===== src/hdl/dipc_consts.vh =====
// Constants for the dual-issue pairing check
`ifndef DIPC_CONSTS_VH
`define DIPC_CONSTS_VH
// Instruction class codes presented by decode
`define DIPC_CLS_W        5
`define DIPC_CLS_OTHER    5'h00
`define DIPC_CLS_NOP      5'h01
`define DIPC_CLS_MOV      5'h02
`define DIPC_CLS_NOT      5'h03
`define DIPC_CLS_SLD      5'h04
`define DIPC_CLS_SST      5'h05
`define DIPC_CLS_SAT      5'h06
`define DIPC_CLS_MULH     5'h07
`define DIPC_CLS_LOGIC    5'h08
`define DIPC_CLS_TST      5'h09
`define DIPC_CLS_SUB      5'h0a
`define DIPC_CLS_ADD      5'h0b
`define DIPC_CLS_CMP      5'h0c
`define DIPC_CLS_SHIFT    5'h0d
`define DIPC_CLS_EXT      5'h0e
`define DIPC_CLS_UBR      5'h0f
`define DIPC_CLS_BCC      5'h10
// Issue decision codes
`define DIPC_DEC_W        2
`define DIPC_DEC_SINGLE   2'h0
`define DIPC_DEC_FUSED    2'h1
`define DIPC_DEC_PARALLEL 2'h2
// Reset values
`define DIPC_RST_DEC      2'h0
`define DIPC_RST_FLAGS    2'h0
`endif


===== src/hdl/dipc_pair_check.v =====
// Issue pairing decision logic for a dual-issue pipeline
`timescale 1ns/1ps
`default_nettype none
`include "dipc_consts.vh"

module dipc_pair_check #(
  parameter REG_W = 5
)(
  input  wire                      core_clk,
  input  wire                      reset,
  input  wire                      slot_valid,
  input  wire [`DIPC_CLS_W-1:0]    first_class,
  input  wire [REG_W-1:0]          first_dst,
  input  wire                      first_flag_upd,
  input  wire                      first_unaligned_target,
  input  wire                      second_valid,
  input  wire [`DIPC_CLS_W-1:0]    second_class,
  input  wire [REG_W-1:0]          second_dst,
  input  wire                      second_fusable,
  input  wire                      ep_write_pending,
  input  wire                      load_buf0_wb_wait,
  input  wire                      load_buf1_wb_wait,
  output reg                       issue_valid,
  output reg  [`DIPC_DEC_W-1:0]    issue_kind,
  output reg                       consume_two
);

  // ----------------------------------------------------------------
  // Class set functions
  // ----------------------------------------------------------------
  // Shared arithmetic set used by unconditional-branch and short-load pairing
  function arith_set;
    input [`DIPC_CLS_W-1:0] c;
    begin
      case (c)
        `DIPC_CLS_NOP, `DIPC_CLS_MOV, `DIPC_CLS_NOT, `DIPC_CLS_SAT,
        `DIPC_CLS_MULH, `DIPC_CLS_LOGIC, `DIPC_CLS_TST, `DIPC_CLS_SUB,
        `DIPC_CLS_ADD, `DIPC_CLS_CMP, `DIPC_CLS_SHIFT:
          arith_set = 1'b1;
        default:
          arith_set = 1'b0;
      endcase
    end
  endfunction

  // Operations that may merge with a preceding move
  function fuse_set;
    input [`DIPC_CLS_W-1:0] c;
    begin
      case (c)
        `DIPC_CLS_SAT, `DIPC_CLS_MULH, `DIPC_CLS_LOGIC, `DIPC_CLS_SUB,
        `DIPC_CLS_ADD, `DIPC_CLS_SHIFT:
          fuse_set = 1'b1;
        default:
          fuse_set = 1'b0;
      endcase
    end
  endfunction

  // Non-flag instructions allowed ahead of a conditional branch
  function noflag_set;
    input [`DIPC_CLS_W-1:0] c;
    begin
      case (c)
        `DIPC_CLS_NOP, `DIPC_CLS_MOV, `DIPC_CLS_SLD, `DIPC_CLS_SST,
        `DIPC_CLS_MULH, `DIPC_CLS_EXT:
          noflag_set = 1'b1;
        default:
          noflag_set = 1'b0;
      endcase
    end
  endfunction

  // ----------------------------------------------------------------
  // Flag-update history
  // ----------------------------------------------------------------
  // Flag updaters of the two most recently issued instructions
  reg  [1:0] flag_hist;
  wire       hazard;
  wire       hist_flag_last;

  // First instruction of a slot sets the newest history bit, or bit 1 when the pair issues in parallel
  assign hist_flag_last = first_flag_upd;

  // ----------------------------------------------------------------
  // Pair decision
  // ----------------------------------------------------------------
  reg                    next_fuse;
  reg                    next_par;
  reg                    both_wait;

  // A conditional branch in the later slot looks back at two
  // instructions: the first of the pair and the last one issued
  // before it. Either may have written the flags, and the branch
  // would then resolve on a stale condition if it went in parallel.
  // Short loads in the later slot depend instead on the pointer
  // register and the load buffers, both reported by writeback.
  // Fusion ignores these hazards: the fused pair is one operation
  // and runs through the normal single-issue interlocks.

  // flag hazard
  // First of the pair or the one before it may change flags
  assign hazard = first_flag_upd | flag_hist[0];

  always @*
  begin
    both_wait = load_buf0_wb_wait & load_buf1_wb_wait;
    next_fuse = 1'b0;
    next_par  = 1'b0;
    if (second_valid && first_class == `DIPC_CLS_MOV &&
        fuse_set(second_class) && second_fusable &&
        first_dst == second_dst && first_dst != {REG_W{1'b0}})
      next_fuse = 1'b1;
    if (second_valid)
    begin
      case (second_class)
        `DIPC_CLS_UBR:
          next_par = arith_set(first_class) ||
                     first_class == `DIPC_CLS_SLD ||
                     first_class == `DIPC_CLS_SST;
        `DIPC_CLS_BCC:
          next_par = noflag_set(first_class) && !hazard;
        `DIPC_CLS_SLD:
          next_par = arith_set(first_class) && !ep_write_pending &&
                     !both_wait;
        default:
          next_par = 1'b0;
      endcase
    end
    if (first_unaligned_target)
    begin
      next_fuse = 1'b0;
      next_par  = 1'b0;
    end
  end

  // ----------------------------------------------------------------
  // Registered issue outputs
  // ----------------------------------------------------------------
  // single issue fallback
  // Rejected pair issues first alone; second re-evaluated next slot
  always @(posedge core_clk)
  begin
    if (reset)
    begin
      issue_valid <= 1'b0;
      issue_kind  <= `DIPC_RST_DEC;
      consume_two <= 1'b0;
    end
    else
    begin
      issue_valid <= slot_valid;
      if (slot_valid)
      begin
        if (next_fuse)
        begin
          issue_kind  <= `DIPC_DEC_FUSED;
          consume_two <= 1'b1;
        end
        else if (next_par)
        begin
          issue_kind  <= `DIPC_DEC_PARALLEL;
          consume_two <= 1'b1;
        end
        else
        begin
          issue_kind  <= `DIPC_DEC_SINGLE;
          consume_two <= 1'b0;
        end
      end
      else
      begin
        issue_kind  <= `DIPC_DEC_SINGLE;
        consume_two <= 1'b0;
      end
    end
  end

  // ----------------------------------------------------------------
  // Flag-update history register
  // ----------------------------------------------------------------
  // Bit 0 is the last issued instruction, bit 1 the one before it.
  // A fused pair counts as a flag writer (conservative); a parallel
  // pair ends in a branch or short load, which never writes flags,
  // so its first instruction moves to the older position.
  always @(posedge core_clk)
  begin
    if (reset)
      flag_hist <= `DIPC_RST_FLAGS;
    else if (slot_valid)
    begin
      if (next_fuse)
        flag_hist <= 2'h1;
      else if (next_par)
        flag_hist <= {hist_flag_last, 1'b0};
      else
        flag_hist <= {flag_hist[0], hist_flag_last};
    end
  end

endmodule
`default_nettype wire


===== config.mk =====
export PLATFORM = sky130hd
export DESIGN_NAME = dipc_pair_check
export DESIGN_NICKNAME = d
export VERILOG_FILES = /design/src/hdl/dipc_pair_check.v
export VERILOG_INCLUDE_DIRS = /design/src /design/src/hdl
export SDC_FILE = /design/constraint.sdc
export NUM_CORES = 1
export LEC_CHECK = 0
export BUFFER_PORTS_ARGS = -buffer_cell sky130_fd_sc_hd__buf_2
export CORE_AREA = 2 2 39 41
export CTS_CLUSTER_SIZE = 28
export DETAILED_ROUTE_END_ITERATION = 10
export DIE_AREA = 0 0 41 43
export MAX_ROUTING_LAYER = met4
export PLACE_DENSITY = 0.74
export SLEW_MARGIN = 20
export SYNTH_ARGS = -nofsm -noshare
export SYNTH_HDL_FRONTEND = slang
export SYNTH_SLANG_ARGS = --single-unit

===== constraint.sdc =====
create_clock -name core_clk -period 1.4 [get_ports core_clk]
set_input_delay 0.07 -clock core_clk [delete_from_list [all_inputs] [get_ports core_clk]]
set_output_delay 0.07 -clock core_clk [all_outputs]
set_load 0.01 [all_outputs]

* Yosys cells after proc, flatten, opt, wreduce, memory -nomap -nowiden
Memories as Yosys holds them, arrays and structs flattened.
Cells that the tools add are included.
** Storage, ports and cells
- Input bits :: 30
- Output and inout port bits :: 4
- Memories :: 2
- Bits in writable memories :: 0
- Logic and storage cells :: 65
- Register bits after elaboration :: 5
- ROM bits :: 32
- Latch bits :: 0
** Cells by class
- Reduce and logical (&&, ||, !) cells :: 18
- Eq/ne operators :: 16
- Bitwise operators :: 3
- Divide/modulo/power cells :: 0
- Shifts and indexed selects :: 0
- Muxes and demuxes :: 21
- $add $sub $neg :: 0
- Order comparisons :: 0
- Multiply operators :: 0
** Memories
- (name not given) :: words 16, width 1, rd ports 1, clocked after Yosys merged registers in 0, wr ports 0, line dipc_pair_check.v:35 : case (c)
- (name not given) :: words 16, width 1, rd ports 1, clocked after Yosys merged registers in 0, wr ports 0, line dipc_pair_check.v:35
** Operator list (count)
- equality test 5 x 3 -> 1 bit (second input constant) :: 6
- equality test 5 x 4 -> 1 bit (second input constant) :: 6
- two-way mux 1 bit :: 19
- OR reduction 6 bit :: 2
- logical AND 1 bit :: 8
- equality test 5 x 1 -> 1 bit (second input constant) :: 1
- equality test 5 x 2 -> 1 bit (second input constant) :: 1
- equality test 5 bit :: 1
- equality test 5 bit (second input constant) :: 1
- nonzero test 5 bit :: 1
- logical NOT 1 bit :: 3
- one-hot mux 1 bit (3 select lines) :: 1
- OR reduction 3 bit :: 1
- logical OR 1 bit :: 2
- two-way mux 2 bit :: 1
- OR reduction 2 bit :: 1
- bitwise AND 1 bit :: 1
- inverter 1 bit :: 1
- bitwise OR 1 bit :: 1

* Logic depth before layout (Yosys ltp)
Gate-level depths: netlist of the first run.
- Depth in word-level cells :: 11
- Mapped depth :: 6
- Depth with buffers taken out :: 5

* Worst setup path before layout of the first run
No wires, ideal clock.
- Path type :: register to register
- Start point :: reg flag_hist[0]
- End point :: reg flag_hist[0]
- Setup slack :: 0.171 ns
- Path buffers :: 0
- Clock period less this slack :: 1.229 ns
- Cell stages (with the launch flop) :: 6
- Library setup time :: 0.120 ns
- Arrival time :: 1.109 ns
- Data required time :: 1.280 ns
- Path through :: dfxtp_1 > nor3_1 > nand4b_1 > o32ai_1 > a211oi_1 > a211o_1
** On the way
- Word-level cells in the longest chain between the ends :: 8
** RTL lines
- from (decl) :: line dipc_pair_check.v:78 : reg [1:0] flag_hist;
- from (signal assigned) :: line dipc_pair_check.v:189 : flag_hist <= `DIPC_RST_FLAGS;
- from (signal assigned) :: line dipc_pair_check.v:195 : flag_hist <= {hist_flag_last, 1'b0};
- from (signal assigned) :: line dipc_pair_check.v:197 : flag_hist <= {flag_hist[0], hist_flag_last};
- bitwise OR 1 bit :: line dipc_pair_check.v:103 : assign hazard = first_flag_upd | flag_hist[0];
- logical NOT 1 bit :: line dipc_pair_check.v:122 : next_par = noflag_set(first_class) && !hazard;
- logical AND 1 bit :: line dipc_pair_check.v:122
- one-hot mux 1 bit (3 select lines) :: line dipc_pair_check.v:116 : case (second_class)
- two-way mux 1 bit :: line dipc_pair_check.v:114 : if (second_valid)
- two-way mux 1 bit :: line dipc_pair_check.v:130 : if (first_unaligned_target)
- two-way mux 1 bit :: line dipc_pair_check.v:194 : else if (next_par)
- two-way mux 1 bit :: line dipc_pair_check.v:192 : if (next_fuse)
Every way passes these cells.
A chain may end at the register's enable or synchronous reset.

* Worst setup path in the final report of the first run
Same ends and word-level chain as after synthesis.

==> results of run 1 <==
[per-stage QoR]
stage / area [µm²] / setup slack, ns / setup TNS [ns] / utilization / std cells
floorplan: 419 / 0.171 / 0 / - / 52
global placement: 599 / 0.118 / 0 / 0.433 / 100
detailed placement: 599 / 0.0822 / 0 / 0.433 / 100
CTS: 626 / 0.0815 / 0 / 0.452 / 104
global route: 626 / -0.0472 / -0.0472 / 0.452 / 104
finish: 626 / 0.0804 / 0 / 0.452 / 104
[Yosys cell counts]
cell       count  share of area
nor3b_1        1          0.018
nor4_2         2          0.060
a21oi_1        1          0.012
nand2_1        2          0.018
xor2_1         4          0.084
nand4b_1       1          0.021
o21bai_1       1          0.018
nor2_1         5          0.045
a21boi_0       1          0.018
o32ai_1        1          0.021
nor4_1         1          0.015
nand4_1        1          0.015
inv_1          1         0.0089
o21a_1         1          0.018
nand3_1        3          0.036
nor4b_1        1          0.021
a211o_1        1          0.021
o31ai_1        1          0.018
o21ai_0        1          0.012
o2111ai_1      1          0.021
nand3b_1       1          0.018
a211oi_1       3          0.054
nand2b_1       3          0.045
xnor2_1        1          0.021
mux2_2         1          0.027
nor2b_1        3          0.045
a21o_1         1          0.018
nor3_1         2          0.024
dfxtp_1        5           0.24
clkbuf_2       1          0.012
[routing by layer]
layer / up-vias / wire length, µm / track usage / share of wire
li1: 269 / - / - / -
met1: 220 / 436 / 0.161 / 0.41
met2: 20 / 542 / 0.247 / 0.51
met3: 3 / 56 / 0.0157 / 0.053
met4: 0 / 20 / 0.0600 / 0.019
met5: - / 0 / - / 0
[worst register-to-register path: stages (launching register included)]
cell	delay (ns)
dfxtp_1	0.31
nor3_1	0.18
nand4b_1	0.16
nor4_2	0.18
a211oi_1	0.11
a211o_1	0.26
[cell families after synthesis]
| kind of cell | after synthesis | share of synthesized area |
|---|---|---|
| XOR/XNOR | 5 | 0.104 |
| AND/OR/NAND/NOR | 26 | 0.379 |
| buffers and inverters | 2 | 0.0209 |
| AO/OA/AOI/OAI | 13 | 0.230 |
| multiplexers | 1 | 0.0269 |
| flip-flops | 5 | 0.239 |
[registers in the layout, indices dropped and copies added, names as in the netlist]
register	count
consume_two	1
issue_valid	1
issue_kind	2
flag_hist	1
[where the power goes]
group	total [µW]	internal, µW	switching (µW)
registers	150	148	2.42
logic	113	60.8	52.5
clock network	174	108	66.2
total	438	317	121
[worst min-delay path by stage]
| stage | startpoint | to | slack, ns | depth (start not counted) |
|---|---|---|---|---|
| after floorplan | reset | issue_valid$_SDFF_PP0_ | 0.15 | 1 |
| after detailed placement | reset | issue_valid$_SDFF_PP0_ | 0.28 | 2 |
| final | reset | issue_valid$_SDFF_PP0_ | 0.02 | 2 |
| after global placement | reset | issue_valid$_SDFF_PP0_ | 0.28 | 2 |
| after global routing | reset | issue_valid$_SDFF_PP0_ | 0.03 | 2 |
| after CTS | reset | issue_valid$_SDFF_PP0_ | 0.02 | 2 |
[cell type report]
type	instances	area [µm²]	share of cell area
well taps	16	20.0	0.0320
inverters	1	3.75	0.00600
multi-input cells	45	310	0.496
repair buffers	33	165	0.264
flip-flops and latches	5	100	0.160
clock buffers	4	26.3	0.0420
==> report_table.html, run 1 <==
<table>
<tr><th>Metric</th><th>Value</th></tr>
<tr><th colspan="2">Synthesis</th></tr>
<tr><td>Portion of the post-synthesis area used by sequential elements</td><td>0.239</td></tr>
<tr><td>Synth cell types</td><td>30</td></tr>
<tr><td>Cell area after technology mapping</td><td>419 µm²</td></tr>
<tr><td>Yosys warning count</td><td>0</td></tr>
<tr><td>Register bit count reported by yosys</td><td>5</td></tr>
<tr><td>Number of nets in the synthesized netlist</td><td>a little over 80</td></tr>
<tr><td>Cell count after synthesis</td><td>52</td></tr>
<tr><td>Mean instance size in the synthesized netlist</td><td>slightly above 8 µm²</td></tr>
<tr><th colspan="2">Placed design</th></tr>
<tr><td>Final GP Congestion</td><td>0.733</td></tr>
<tr><td>Placed wire-length estimate after detailed placement</td><td>between 900 and 1000 µm</td></tr>
<tr><td>IO buf count</td><td>33</td></tr>
<tr><th colspan="2">Worst setup path</th></tr>
<tr><td>Crit-path leading delay family</td><td>simple AND/OR/NAND/NOR gates</td></tr>
<tr><td>Worst Reg-to-Reg Cells</td><td>5</td></tr>
<tr><td>Endpoint of the worst setup timing path</td><td>flag_hist[0]$_SDFFE_PP0P_</td></tr>
<tr><td>Buffers plus inverters on the worst setup path</td><td>0</td></tr>
<tr><td>Internal reg-to-reg setup slack</td><td>a little over 0.08 ns</td></tr>
<tr><td>Worst Path Arrival</td><td>1.46 ns</td></tr>
<tr><td>WP depth</td><td>5</td></tr>
<tr><td>Critical path origin</td><td>flag_hist[0]$_SDFFE_PP0P_</td></tr>
<tr><td>Maximum net fanout on the critical path</td><td>3</td></tr>
<tr><td>Critical Path Start Type</td><td>flop</td></tr>
<tr><td>Worst path cell trace</td><td>nor3_1 -&gt; nand4b_1 -&gt; nor4_2 -&gt; a211oi_1 -&gt; a211o_1</td></tr>
<tr><td>Crit path required time</td><td>~1.5 ns</td></tr>
<tr><td>RR Startpoint</td><td>flag_hist[0]$_SDFFE_PP0P_</td></tr>
<tr><td>Highest cell delay on the worst timing path</td><td>0.31 ns</td></tr>
<tr><td>Kind of capture point of the worst setup path</td><td>flop</td></tr>
<tr><td>RR Endpoint</td><td>flag_hist[0]$_SDFFE_PP0P_</td></tr>
<tr><td>Kind of critical path</td><td>flop to flop</td></tr>
<tr><td>Max stage delay cell, worst path</td><td>dfxtp_1</td></tr>
<tr><th colspan="2">Timing</th></tr>
<tr><td>Worst hold slack</td><td>0.0214 ns</td></tr>
<tr><td>RSZ-0062 raised after global routing</td><td>true</td></tr>
<tr><td>Peak clock frequency supported by timing</td><td>0.758 GHz</td></tr>
<tr><td>Final count of pins violating max slew</td><td>0</td></tr>
<tr><td>Count of endpoints failing setup in the final report</td><td>0</td></tr>
<tr><td>Portion of the clock cycle consumed by the worst path in the final layout</td><td>0.943</td></tr>
<tr><td>Slew Limit Headroom</td><td>0.752</td></tr>
<tr><td>Worst Clk Skew</td><td>about 0.00018 ns</td></tr>
<tr><td>Final Hold Vio Count</td><td>0</td></tr>
<tr><td>Post-layout min period</td><td>1.32 ns</td></tr>
<tr><td>Worst-margin pin slew</td><td>0.369 ns</td></tr>
<tr><th colspan="2">Power and ir drop</th></tr>
<tr><td>Overall power</td><td>438 µW</td></tr>
<tr><td>Static Leakage</td><td>0.000281 µW</td></tr>
<tr><td>Power density over the cells</td><td>between 700 and 800 nW/µm²</td></tr>
<tr><td>VDD IR-drop max</td><td>0.242 mV</td></tr>
<tr><th colspan="2">Floorplanning</th></tr>
<tr><td>Count of pins on the block boundary</td><td>34</td></tr>
<tr><td>Total die area</td><td>about 1800 µm²</td></tr>
<tr><td>Floorplan die width</td><td>41 µm</td></tr>
<tr><td>Die boundary height</td><td>43 µm</td></tr>
<tr><td>Initial cell density of the core</td><td>0.303</td></tr>
<tr><td>Core Rows</td><td>14</td></tr>
<tr><td>Area of the core region</td><td>1380 µm²</td></tr>
<tr><th colspan="2">Clock network</th></tr>
<tr><td>Buffer cell driving the clock tree root</td><td>clkbuf_4</td></tr>
<tr><td>Count of hold buffers inserted by post-cts repair</td><td>0</td></tr>
<tr><td>Number of instances resized during post-cts repair</td><td>0</td></tr>
<tr><td>CTS tree</td><td>yes</td></tr>
<tr><td>Number of CTS-inserted buffers</td><td>3</td></tr>
<tr><td>Insertion delay to the later sink of the worst-skew pair</td><td>0.25 ns</td></tr>
<tr><td>H-tree depth</td><td>1</td></tr>
<tr><td>Buffer count from post-CTS setup fixing</td><td>0</td></tr>
<tr><td>Clock-pin slew reported for the worst setup and hold paths after clock tree synthesis</td><td>0.05 ns</td></tr>
<tr><td>Number of clock sinks</td><td>5</td></tr>
<tr><td>Maximum clock insertion buffer count</td><td>2</td></tr>
<tr><th colspan="2">Global routing</th></tr>
<tr><td>Maximum number of pins on one net before global-route repair</td><td>8</td></tr>
<tr><td>Overflow left after global routing</td><td>0</td></tr>
<tr><td>Aggregate global-route resource usage</td><td>0.145</td></tr>
<tr><td>Antenna violations before repair</td><td>0</td></tr>
<tr><td>Number of global-route vias before repair</td><td>481</td></tr>
<tr><td>First-pass GRT wire length</td><td>approximately 1800 µm</td></tr>
<tr><th colspan="2">Status</th></tr>
<tr><td>Run status</td><td>finished clean</td></tr>
<tr><th colspan="2">Layout</th></tr>
<tr><td>Diode insertion count for antenna repair</td><td>0</td></tr>
<tr><td>Signed area change from the synthesized netlist to the final layout</td><td>49.3%</td></tr>
<tr><td>Final #Nets</td><td>119</td></tr>
<tr><td>Number of filler cells placed in the layout</td><td>132</td></tr>
<tr><td>Most common library cell in the layout ignoring fill and taps</td><td>buf_2</td></tr>
<tr><td>Fraction of layout instances using a drive strength above 1</td><td>0.443</td></tr>
<tr><td>Most used cells in the layout excluding fill and tap cells</td><td>33 x buf_2, 5 x nor2_1, 5 x dfxtp_1</td></tr>
<tr><th colspan="2">Routing</th></tr>
<tr><td>Total via count in the routed design</td><td>512</td></tr>
<tr><td>Count of TritonRoute iterations in the first routing pass</td><td>4</td></tr>
<tr><td>Detailed-route DRC error count</td><td>0</td></tr>
<tr><td>Routed Wire Length</td><td>1060 µm</td></tr>
<tr><td>Average wire per cell in the routed design</td><td>between 10 and 15 µm</td></tr>
<tr><td>Count of routing violations after the opening detailed-route iteration</td><td>2</td></tr>
<tr><td>Vias/cell</td><td>4.92</td></tr>
<tr><td>Antenna Nets Post-Route</td><td>0</td></tr>
<tr><th colspan="2">Job</th></tr>
<tr><td>Maximum capacitance violations</td><td>0</td></tr>
<tr><th colspan="2">Worst hold path</th></tr>
<tr><td>Worst min-delay path category</td><td>input pin to flop</td></tr>
</table>
Note: power is estimated with default switching activity, not from simulation.
==> run 2, diff against run 1 <==
ABC_AREA = 1   (was unset)
CORE_AREA = unset   (was 2 2 39 41)
CORE_MARGIN = 2   (was unset)
CORE_UTILIZATION = 41   (was unset)
DIE_AREA = unset   (was 0 0 41 43)
PLACE_DENSITY = 0.84   (was 0.74)
==> report_table.html, run 2 <==
<table>
<tr><th>Metric</th><th>Value</th></tr>
<tr><th colspan="2">Worst setup path</th></tr>
<tr><td>Crit path required time</td><td>1.56 ns</td></tr>
<tr><td>Worst Path Arrival</td><td>1.29 ns</td></tr>
<tr><td>Worst path cell trace</td><td>nor2_1 -&gt; nand3_1 -&gt; nor2_1 -&gt; a21oi_1 -&gt; nand2_1 -&gt; nand2_1 -&gt; nand2_1 -&gt; nand2_2 -&gt; a21oi_1</td></tr>
<tr><td>Critical Path Start Type</td><td>flop</td></tr>
<tr><td>Maximum net fanout on the critical path</td><td>3</td></tr>
<tr><td>RR Startpoint</td><td>flag_hist[0]$_SDFFE_PP0P_</td></tr>
<tr><td>Kind of capture point of the worst setup path</td><td>flop</td></tr>
<tr><td>Cell with the most instances on the worst path</td><td>nand2_1</td></tr>
<tr><td>Highest cell delay on the worst timing path</td><td>0.31 ns</td></tr>
<tr><td>Critical path origin</td><td>flag_hist[0]$_SDFFE_PP0P_</td></tr>
<tr><td>Internal reg-to-reg setup slack</td><td>roughly 0.27 ns</td></tr>
<tr><td>Max stage delay cell, worst path</td><td>dfxtp_1</td></tr>
<tr><td>Kind of critical path</td><td>flop to flop</td></tr>
<tr><th colspan="2">Layout</th></tr>
<tr><td>Finished Cell Area</td><td>approximately 770 µm²</td></tr>
<tr><td>Final #Nets</td><td>180</td></tr>
<tr><td>Most used cells in the layout excluding fill and tap cells</td><td>33 x buf_2, 32 x nand2_1, 24 x nor2_1</td></tr>
<tr><td>Fraction of layout instances using a drive strength above 1</td><td>0.282</td></tr>
<tr><td>Most common library cell in the layout ignoring fill and taps</td><td>buf_2</td></tr>
<tr><td>Diode insertion count for antenna repair</td><td>0</td></tr>
<tr><td>Final standard cell count with taps included and fillers excluded</td><td>approximately 160</td></tr>
<tr><td>Signed area change from the synthesized netlist to the final layout</td><td>37.4%</td></tr>
<tr><td>Largest register by flop count</td><td>issue_kind</td></tr>
<tr><td>Max FFs per register</td><td>2</td></tr>
<tr><th colspan="2">Clock network</th></tr>
<tr><td>Clock-pin slew reported for the worst setup and hold paths after clock tree synthesis</td><td>0.04 ns</td></tr>
<tr><td>Maximum clock insertion buffer count</td><td>2</td></tr>
<tr><td>Count of hold buffers inserted by post-cts repair</td><td>0</td></tr>
<tr><td>Buffer cell driving the clock tree root</td><td>clkbuf_4</td></tr>
<tr><td>Insertion delay to the later sink of the worst-skew pair</td><td>0.24 ns</td></tr>
<tr><td>Number of instances resized during post-cts repair</td><td>0</td></tr>
<tr><td>Buffer count from post-CTS setup fixing</td><td>0</td></tr>
<tr><td>CTS tree</td><td>yes</td></tr>
<tr><td>Number of clock sinks</td><td>5</td></tr>
<tr><td>H-tree depth</td><td>1</td></tr>
<tr><td>Number of CTS-inserted buffers</td><td>3</td></tr>
<tr><th colspan="2">Synthesis</th></tr>
<tr><td>Share of the synthesized area in the top cell type</td><td>0.214</td></tr>
<tr><td>Synth Area in Adders</td><td>0</td></tr>
<tr><td>Most instantiated cells after synthesis</td><td>32 x nand2_1, 24 x nor2_1, 20 x inv_1</td></tr>
<tr><td>Register bit count reported by yosys</td><td>5</td></tr>
<tr><td>Cell area after technology mapping</td><td>approximately 560 µm²</td></tr>
<tr><td>Cell count after synthesis</td><td>roughly 110</td></tr>
<tr><td>Post-synthesis mux area share</td><td>0</td></tr>
<tr><td>Yosys warning count</td><td>0</td></tr>
<tr><td>Number of nets in the synthesized netlist</td><td>142</td></tr>
<tr><td>Synth cell types</td><td>15</td></tr>
<tr><td>Synthesized-area fraction occupied by xor and xnor cells</td><td>0.0156</td></tr>
<tr><td>Library cell occupying the most area in the post-synthesis netlist</td><td>nand2_1</td></tr>
<tr><td>Fraction of the mapped netlist area in compound gates</td><td>0.0913</td></tr>
<tr><td>Async S/R FF share, synth</td><td>0</td></tr>
<tr><td>Number of enable-type register cells in the synthesized netlist</td><td>0</td></tr>
<tr><td>Mean instance size in the synthesized netlist</td><td>5.02 µm²</td></tr>
<tr><td>Area share of and/or/nand/nor cells after synthesis</td><td>0.568</td></tr>
<tr><td>Portion of the post-synthesis area used by sequential elements</td><td>0.178</td></tr>
<tr><td>Combinational family with the most area after synthesis</td><td>simple AND/OR/NAND/NOR gates</td></tr>
<tr><td>Synth area leaders</td><td>nand2_1 21%, dfxtp_1 18%, nor2_1 16%</td></tr>
<tr><td>Most used flip-flop cell after synthesis</td><td>dfxtp_1</td></tr>
<tr><td>Most repeated cell in the gate-level netlist after synthesis</td><td>nand2_1</td></tr>
<tr><th colspan="2">Global routing</th></tr>
<tr><td>Maximum number of pins on one net before global-route repair</td><td>6</td></tr>
<tr><td>Overflow left after global routing</td><td>0</td></tr>
<tr><td>Number of global-route vias before repair</td><td>624</td></tr>
<tr><td>First-pass GRT wire length</td><td>2300 µm</td></tr>
<tr><td>Aggregate global-route resource usage</td><td>0.206</td></tr>
<tr><td>Antenna violations before repair</td><td>0</td></tr>
<tr><th colspan="2">Job</th></tr>
<tr><td>Maximum capacitance violations</td><td>0</td></tr>
<tr><th colspan="2">Routing</th></tr>
<tr><td>Count of TritonRoute iterations in the first routing pass</td><td>2</td></tr>
<tr><td>Detailed-route DRC error count</td><td>0</td></tr>
<tr><td>Total via count in the routed design</td><td>~770</td></tr>
<tr><td>Antenna Nets Post-Route</td><td>0</td></tr>
<tr><td>Routed Wire Length</td><td>1430 µm</td></tr>
<tr><td>Average wire per cell in the routed design</td><td>8.74 µm</td></tr>
<tr><td>Count of routing violations after the opening detailed-route iteration</td><td>6</td></tr>
<tr><td>Vias/cell</td><td>~4.7</td></tr>
<tr><th colspan="2">Timing</th></tr>
<tr><td>Post-layout min period</td><td>1.13 ns</td></tr>
<tr><td>Count of endpoints failing setup in the final report</td><td>0</td></tr>
<tr><td>Setup tns final</td><td>0 ns</td></tr>
<tr><td>RSZ-0062 raised after global routing</td><td>false</td></tr>
<tr><td>Peak clock frequency supported by timing</td><td>0.888 GHz</td></tr>
<tr><td>Final critical-path setup slack</td><td>0.274 ns</td></tr>
<tr><td>Worst-margin pin slew</td><td>a little under 0.3 ns</td></tr>
<tr><td>Slew Limit Headroom</td><td>0.804</td></tr>
<tr><td>Worst Clk Skew</td><td>0.00314 ns</td></tr>
<tr><td>Final count of pins violating max slew</td><td>0</td></tr>
<tr><td>Final Hold Vio Count</td><td>0</td></tr>
<tr><td>Portion of the clock cycle consumed by the worst path in the final layout</td><td>0.805</td></tr>
<tr><th colspan="2">Floorplanning</th></tr>
<tr><td>Initial cell density of the core</td><td>0.437</td></tr>
<tr><td>Core Rows</td><td>13</td></tr>
<tr><td>Count of pins on the block boundary</td><td>34</td></tr>
<tr><td>Area of the core region</td><td>around 1300 µm²</td></tr>
<tr><td>Total die area</td><td>roughly 1700 µm²</td></tr>
<tr><td>Floorplan die width</td><td>41.0 µm</td></tr>
<tr><td>Die boundary height</td><td>41.0 µm</td></tr>
<tr><th colspan="2">Placed design</th></tr>
<tr><td>IO buf count</td><td>33</td></tr>
<tr><td>Final GP Congestion</td><td>~0.77</td></tr>
<tr><td>Placed wire-length estimate after detailed placement</td><td>1280 µm</td></tr>
<tr><td>Worst Setup Slack post-DPL</td><td>0.278 ns</td></tr>
<tr><td>Placed Cells</td><td>160</td></tr>
<tr><td>Placed Instance Area</td><td>approximately 750 µm²</td></tr>
<tr><th colspan="2">Worst hold path</th></tr>
<tr><td>Worst min-delay path category</td><td>input pin to flop</td></tr>
<tr><td>Worst min-delay path startpoint</td><td>reset</td></tr>
<tr><th colspan="2">Power and ir drop</th></tr>
<tr><td>Power density over the cells</td><td>slightly below 600 nW/µm²</td></tr>
<tr><td>Static Leakage</td><td>about 0.00048 µW</td></tr>
<tr><td>VDD IR-drop max</td><td>0.338 mV</td></tr>
<tr><th colspan="2">Status</th></tr>
<tr><td>Run status</td><td>finished clean</td></tr>
</table>
run 2: cell type report:
cell class                 count  area (µm²)
tap                           15        18.8
inverter                      22        82.6
clock buffer                   4        26.3
multi-input combinational     85         379
timing repair buffer          33         165
sequential                     5         100
fill                         136         513
run 2: metal layers:
layer | GRT usage | share of wire | up-vias
met5 | - | 0 | -
met2 | 0.359 | 0.50 | 23
li1 | - | - | 424
met4 | 0.0250 | 0 | 0
met3 | 0.0326 | 0.055 | 0
met1 | 0.252 | 0.44 | 319
run 2: path summary, 6_finish.rpt:
kind	end	cells after the start
worst max-delay path	consume_two$_SDFF_PP0_	9
worst min-delay path	issue_valid$_SDFF_PP0_	2
worst max register to register	consume_two$_SDFF_PP0_	9
worst min register to register	flag_hist[0]$_SDFFE_PP0P_	2
run 2: logic make-up (layout without fill, tap and decap cells):
logic type                Yosys count  after routing
and+or+nand+nor                    75             75
buffers and inverters              22             59
AOI/OAI and AO/OA                   9              9
DFF                                 5              5
xor gates and xnor gates            1              1
run 2: metrics by stage:
step	power [µW]	hold WS, ns	utilization
2_1_floorplan	224	0.153	-
3_3_place_gp	290	0.262	0.580
3_5_place_dp	295	0.259	0.580
4_1_cts	465	0.00571	0.601
5_1_grt	506	0.000827	0.601
6_report	458	0.0158	0.601
run 2: worst max-delay path, delay by kind of cell (launching register included):
kind	cells	cell delay, ns
flip-flops	1	0.31
AO/OA/AOI/OAI	2	0.24
AND/OR/NAND/NOR	7	0.50
run 2: power breakdown:
part	switching [µW]	leakage [µW]	internal, µW
logic	82.8	0.000420	61.4
clock network	57.9	0.0000150	108
registers	1.47	0.0000408	147
total	142	0.000476	316
==> run 3, diff against run 2 <==
clock period = 1.15 ns   (was 1.4 ns; I/O delays follow)
==> report_table.html, run 3 (synthesis results as in run 2) <==
<table>
<tr><th>Metric</th><th>Value</th></tr>
<tr><th colspan="2">Status</th></tr>
<tr><td>Run status</td><td>complete, but fails checks</td></tr>
<tr><td>Violations in the final reports</td><td>negative setup slack</td></tr>
<tr><th colspan="2">Timing</th></tr>
<tr><td>Worst Clk Skew</td><td>approximately 0.0010 ns</td></tr>
<tr><td>Peak clock frequency supported by timing</td><td>around 0.87 GHz</td></tr>
<tr><td>Post-layout min period</td><td>about 1.2 ns</td></tr>
<tr><td>Slew Limit Headroom</td><td>0.800</td></tr>
<tr><td>Final count of pins violating max slew</td><td>0</td></tr>
<tr><td>Portion of the clock cycle consumed by the worst path in the final layout</td><td>1.00</td></tr>
<tr><td>RSZ-0062 raised after global routing</td><td>true</td></tr>
<tr><td>Worst-margin pin slew</td><td>0.298 ns</td></tr>
<tr><td>Worst hold slack</td><td>0.0764 ns</td></tr>
<tr><td>Final Hold Vio Count</td><td>0</td></tr>
<tr><td>Final critical-path setup slack</td><td>-0.000570 ns</td></tr>
<tr><td>Count of endpoints failing setup in the final report</td><td>1</td></tr>
<tr><th colspan="2">Routing</th></tr>
<tr><td>Routed Wire Length</td><td>approximately 1500 µm</td></tr>
<tr><td>Average wire per cell in the routed design</td><td>between 9 and 10 µm</td></tr>
<tr><td>Wire length the detailed router placed on met1</td><td>627 µm</td></tr>
<tr><td>Antenna Nets Post-Route</td><td>0</td></tr>
<tr><td>Met2 layer wire length in the routed design</td><td>747 µm</td></tr>
<tr><td>Count of TritonRoute iterations in the first routing pass</td><td>4</td></tr>
<tr><td>Detailed-route DRC error count</td><td>0</td></tr>
<tr><td>Vias/cell</td><td>around 4.9</td></tr>
<tr><td>Highest Signal Layer</td><td>met4</td></tr>
<tr><td>Total via count in the routed design</td><td>801</td></tr>
<tr><td>Wire length on met3</td><td>around 110 µm</td></tr>
<tr><td>Count of routing violations after the opening detailed-route iteration</td><td>23</td></tr>
<tr><th colspan="2">Floorplanning</th></tr>
<tr><td>Core Rows</td><td>13</td></tr>
<tr><td>Die boundary height</td><td>41.0 µm</td></tr>
<tr><td>Floorplan die width</td><td>about 41 µm</td></tr>
<tr><td>Count of pins on the block boundary</td><td>34</td></tr>
<tr><td>Area of the core region</td><td>1280 µm²</td></tr>
<tr><td>Initial cell density of the core</td><td>0.437</td></tr>
<tr><td>Total die area</td><td>1680 µm²</td></tr>
<tr><th colspan="2">Worst setup path</th></tr>
<tr><td>Crit path required time</td><td>~1.3 ns</td></tr>
<tr><td>Critical Path Start Type</td><td>flop</td></tr>
<tr><td>Buffers plus inverters on the worst setup path</td><td>0</td></tr>
<tr><td>Kind of critical path</td><td>flop to flop</td></tr>
<tr><td>WP depth</td><td>10</td></tr>
<tr><td>Kind of capture point of the worst setup path</td><td>flop</td></tr>
<tr><td>Max stage delay cell, worst path</td><td>dfxtp_1</td></tr>
<tr><td>Highest cell delay on the worst timing path</td><td>0.31 ns</td></tr>
<tr><td>Worst Reg-to-Reg Cells</td><td>10</td></tr>
<tr><td>Maximum net fanout on the critical path</td><td>3</td></tr>
<tr><td>Crit-path leading delay family</td><td>simple AND/OR/NAND/NOR gates</td></tr>
<tr><td>Worst Path Arrival</td><td>approximately 1.3 ns</td></tr>
<tr><td>Cell with the most instances on the worst path</td><td>nand2_1</td></tr>
<tr><td>Worst path cell trace</td><td>nor2_1 -&gt; nand3_1 -&gt; nor2_1 -&gt; a21oi_1 -&gt; nand2_1 -&gt; nand2_1 -&gt; nand2_1 -&gt; nand2_2 -&gt; nand2_2 -&gt; a21oi_2</td></tr>
<tr><th colspan="2">Clock network</th></tr>
<tr><td>Insertion delay to the later sink of the worst-skew pair</td><td>roughly 0.24 ns</td></tr>
<tr><td>Number of clock sinks</td><td>5</td></tr>
<tr><td>Buffer cell driving the clock tree root</td><td>clkbuf_4</td></tr>
<tr><td>H-tree depth</td><td>1</td></tr>
<tr><td>Clock-pin slew reported for the worst setup and hold paths after clock tree synthesis</td><td>0.04 ns</td></tr>
<tr><td>CTS tree</td><td>yes</td></tr>
<tr><td>Number of CTS-inserted buffers</td><td>3</td></tr>
<tr><td>Maximum clock insertion buffer count</td><td>2</td></tr>
<tr><th colspan="2">Layout</th></tr>
<tr><td>Final #Nets</td><td>181</td></tr>
<tr><td>Max FFs per register</td><td>2</td></tr>
<tr><td>Finished Cell Area</td><td>roughly 780 µm²</td></tr>
<tr><td>Final standard cell count with taps included and fillers excluded</td><td>165</td></tr>
<tr><td>Fraction of layout instances using a drive strength above 1</td><td>0.280</td></tr>
<tr><td>Diode insertion count for antenna repair</td><td>0</td></tr>
<tr><td>Number of filler cells placed in the layout</td><td>138</td></tr>
<tr><td>Most common library cell in the layout ignoring fill and taps</td><td>buf_2</td></tr>
<tr><td>Largest register by flop count</td><td>issue_kind</td></tr>
<tr><td>Signed area change from the synthesized netlist to the final layout</td><td>39.2%</td></tr>
<tr><td>Most used cells in the layout excluding fill and tap cells</td><td>33 x buf_2, 32 x nand2_1, 24 x nor2_1</td></tr>
<tr><td>Storage cell area</td><td>100 µm²</td></tr>
<tr><td>Area used by multi-input combinational logic</td><td>~380 µm²</td></tr>
<tr><th colspan="2">Global routing</th></tr>
<tr><td>Aggregate global-route resource usage</td><td>0.202</td></tr>
<tr><td>Number of global-route vias before repair</td><td>614</td></tr>
<tr><td>Maximum number of pins on one net before global-route repair</td><td>6</td></tr>
<tr><td>Antenna violations before repair</td><td>0</td></tr>
<tr><td>First-pass GRT wire length</td><td>2170 µm</td></tr>
<tr><td>Overflow left after global routing</td><td>0</td></tr>
<tr><th colspan="2">Placed design</th></tr>
<tr><td>IO buf count</td><td>33</td></tr>
<tr><td>Placed Cells</td><td>160</td></tr>
<tr><td>Placed wire-length estimate after detailed placement</td><td>1320 µm</td></tr>
<tr><td>Final GP Congestion</td><td>~0.76</td></tr>
<tr><td>Placed Instance Area</td><td>746 µm²</td></tr>
<tr><th colspan="2">Power and ir drop</th></tr>
<tr><td>Overall power</td><td>565 µW</td></tr>
<tr><td>VDD IR-drop max</td><td>0.344 mV</td></tr>
<tr><td>Power density over the cells</td><td>723 nW/µm²</td></tr>
<tr><td>Static Leakage</td><td>0.000480 µW</td></tr>
<tr><th colspan="2">Job</th></tr>
<tr><td>Maximum capacitance violations</td><td>0</td></tr>
<tr><th colspan="2">Worst hold path</th></tr>
<tr><td>Hold Crit Depth</td><td>3</td></tr>
<tr><td>Worst min-delay path category</td><td>input pin to flop</td></tr>
</table>
[run 3: cell types whose count changed in the layout (fill, tap and decap cells not counted), sizes merged]
cell	change
dlygate4sd3	+1
[run 3: area by class of cell]
type | count | area share
clock buffers | 4 | 0.0336
inverters | 22 | 0.106
multi-input cells | 85 | 0.485
flip-flops and latches | 5 | 0.128
well taps | 15 | 0.0240
repair buffers | 34 | 0.224
[run 3: worst paths after layout]
path	endpoint	startpoint	slack, ns
worst max-delay path	flag_hist[0]$_SDFFE_PP0P_	flag_hist[0]$_SDFFE_PP0P_	-0.0006
worst min register to register	flag_hist[0]$_SDFFE_PP0P_	flag_hist[0]$_SDFFE_PP0P_	0.55
worst max register to register	flag_hist[0]$_SDFFE_PP0P_	flag_hist[0]$_SDFFE_PP0P_	-0.0006
worst min-delay path	issue_valid$_SDFF_PP0_	slot_valid	0.08
[run 3: metrics by stage]
| step | setup WS [ns] | utilization | setup TNS [ns] |
|---|---|---|---|
| floorplan | 0.130 | - | 0 |
| global route | -0.0787 | 0.609 | -0.224 |
| CTS | 0.00286 | 0.609 | 0 |
| detailed placement | 0.0176 | 0.580 | 0 |
| finish | -0.000570 | 0.609 | -0.000570 |
| global placement | 0.0816 | 0.580 | 0 |
[run 3: worst min-delay path: stages]
cell    delay, ns
buf_2        0.11
inv_1        0.06
nor2_1       0.05
[run 3: power by group]
part | switching [µW] | internal [µW] | total [µW]
Sequential | 1.89 | 178 | 180
Clock | 74.0 | 131 | 205
Combinational | 103 | 77.0 | 180
Total | 179 | 387 | 565
[run 3: what timing repair did]
item,CTS,global route
setup buffers,0,0
hold endpoints to repair,1,0
hold buffers,1,0
setup endpoints to repair,0,3
resized for setup,0,0
[run 3: per-layer routing]
metal | up-vias | track usage
met5 | - | -
met4 | 0 | 0.0750
met3 | 6 | 0.0163
met2 | 33 | 0.383
met1 | 337 | 0.211
li1 | 425 | -
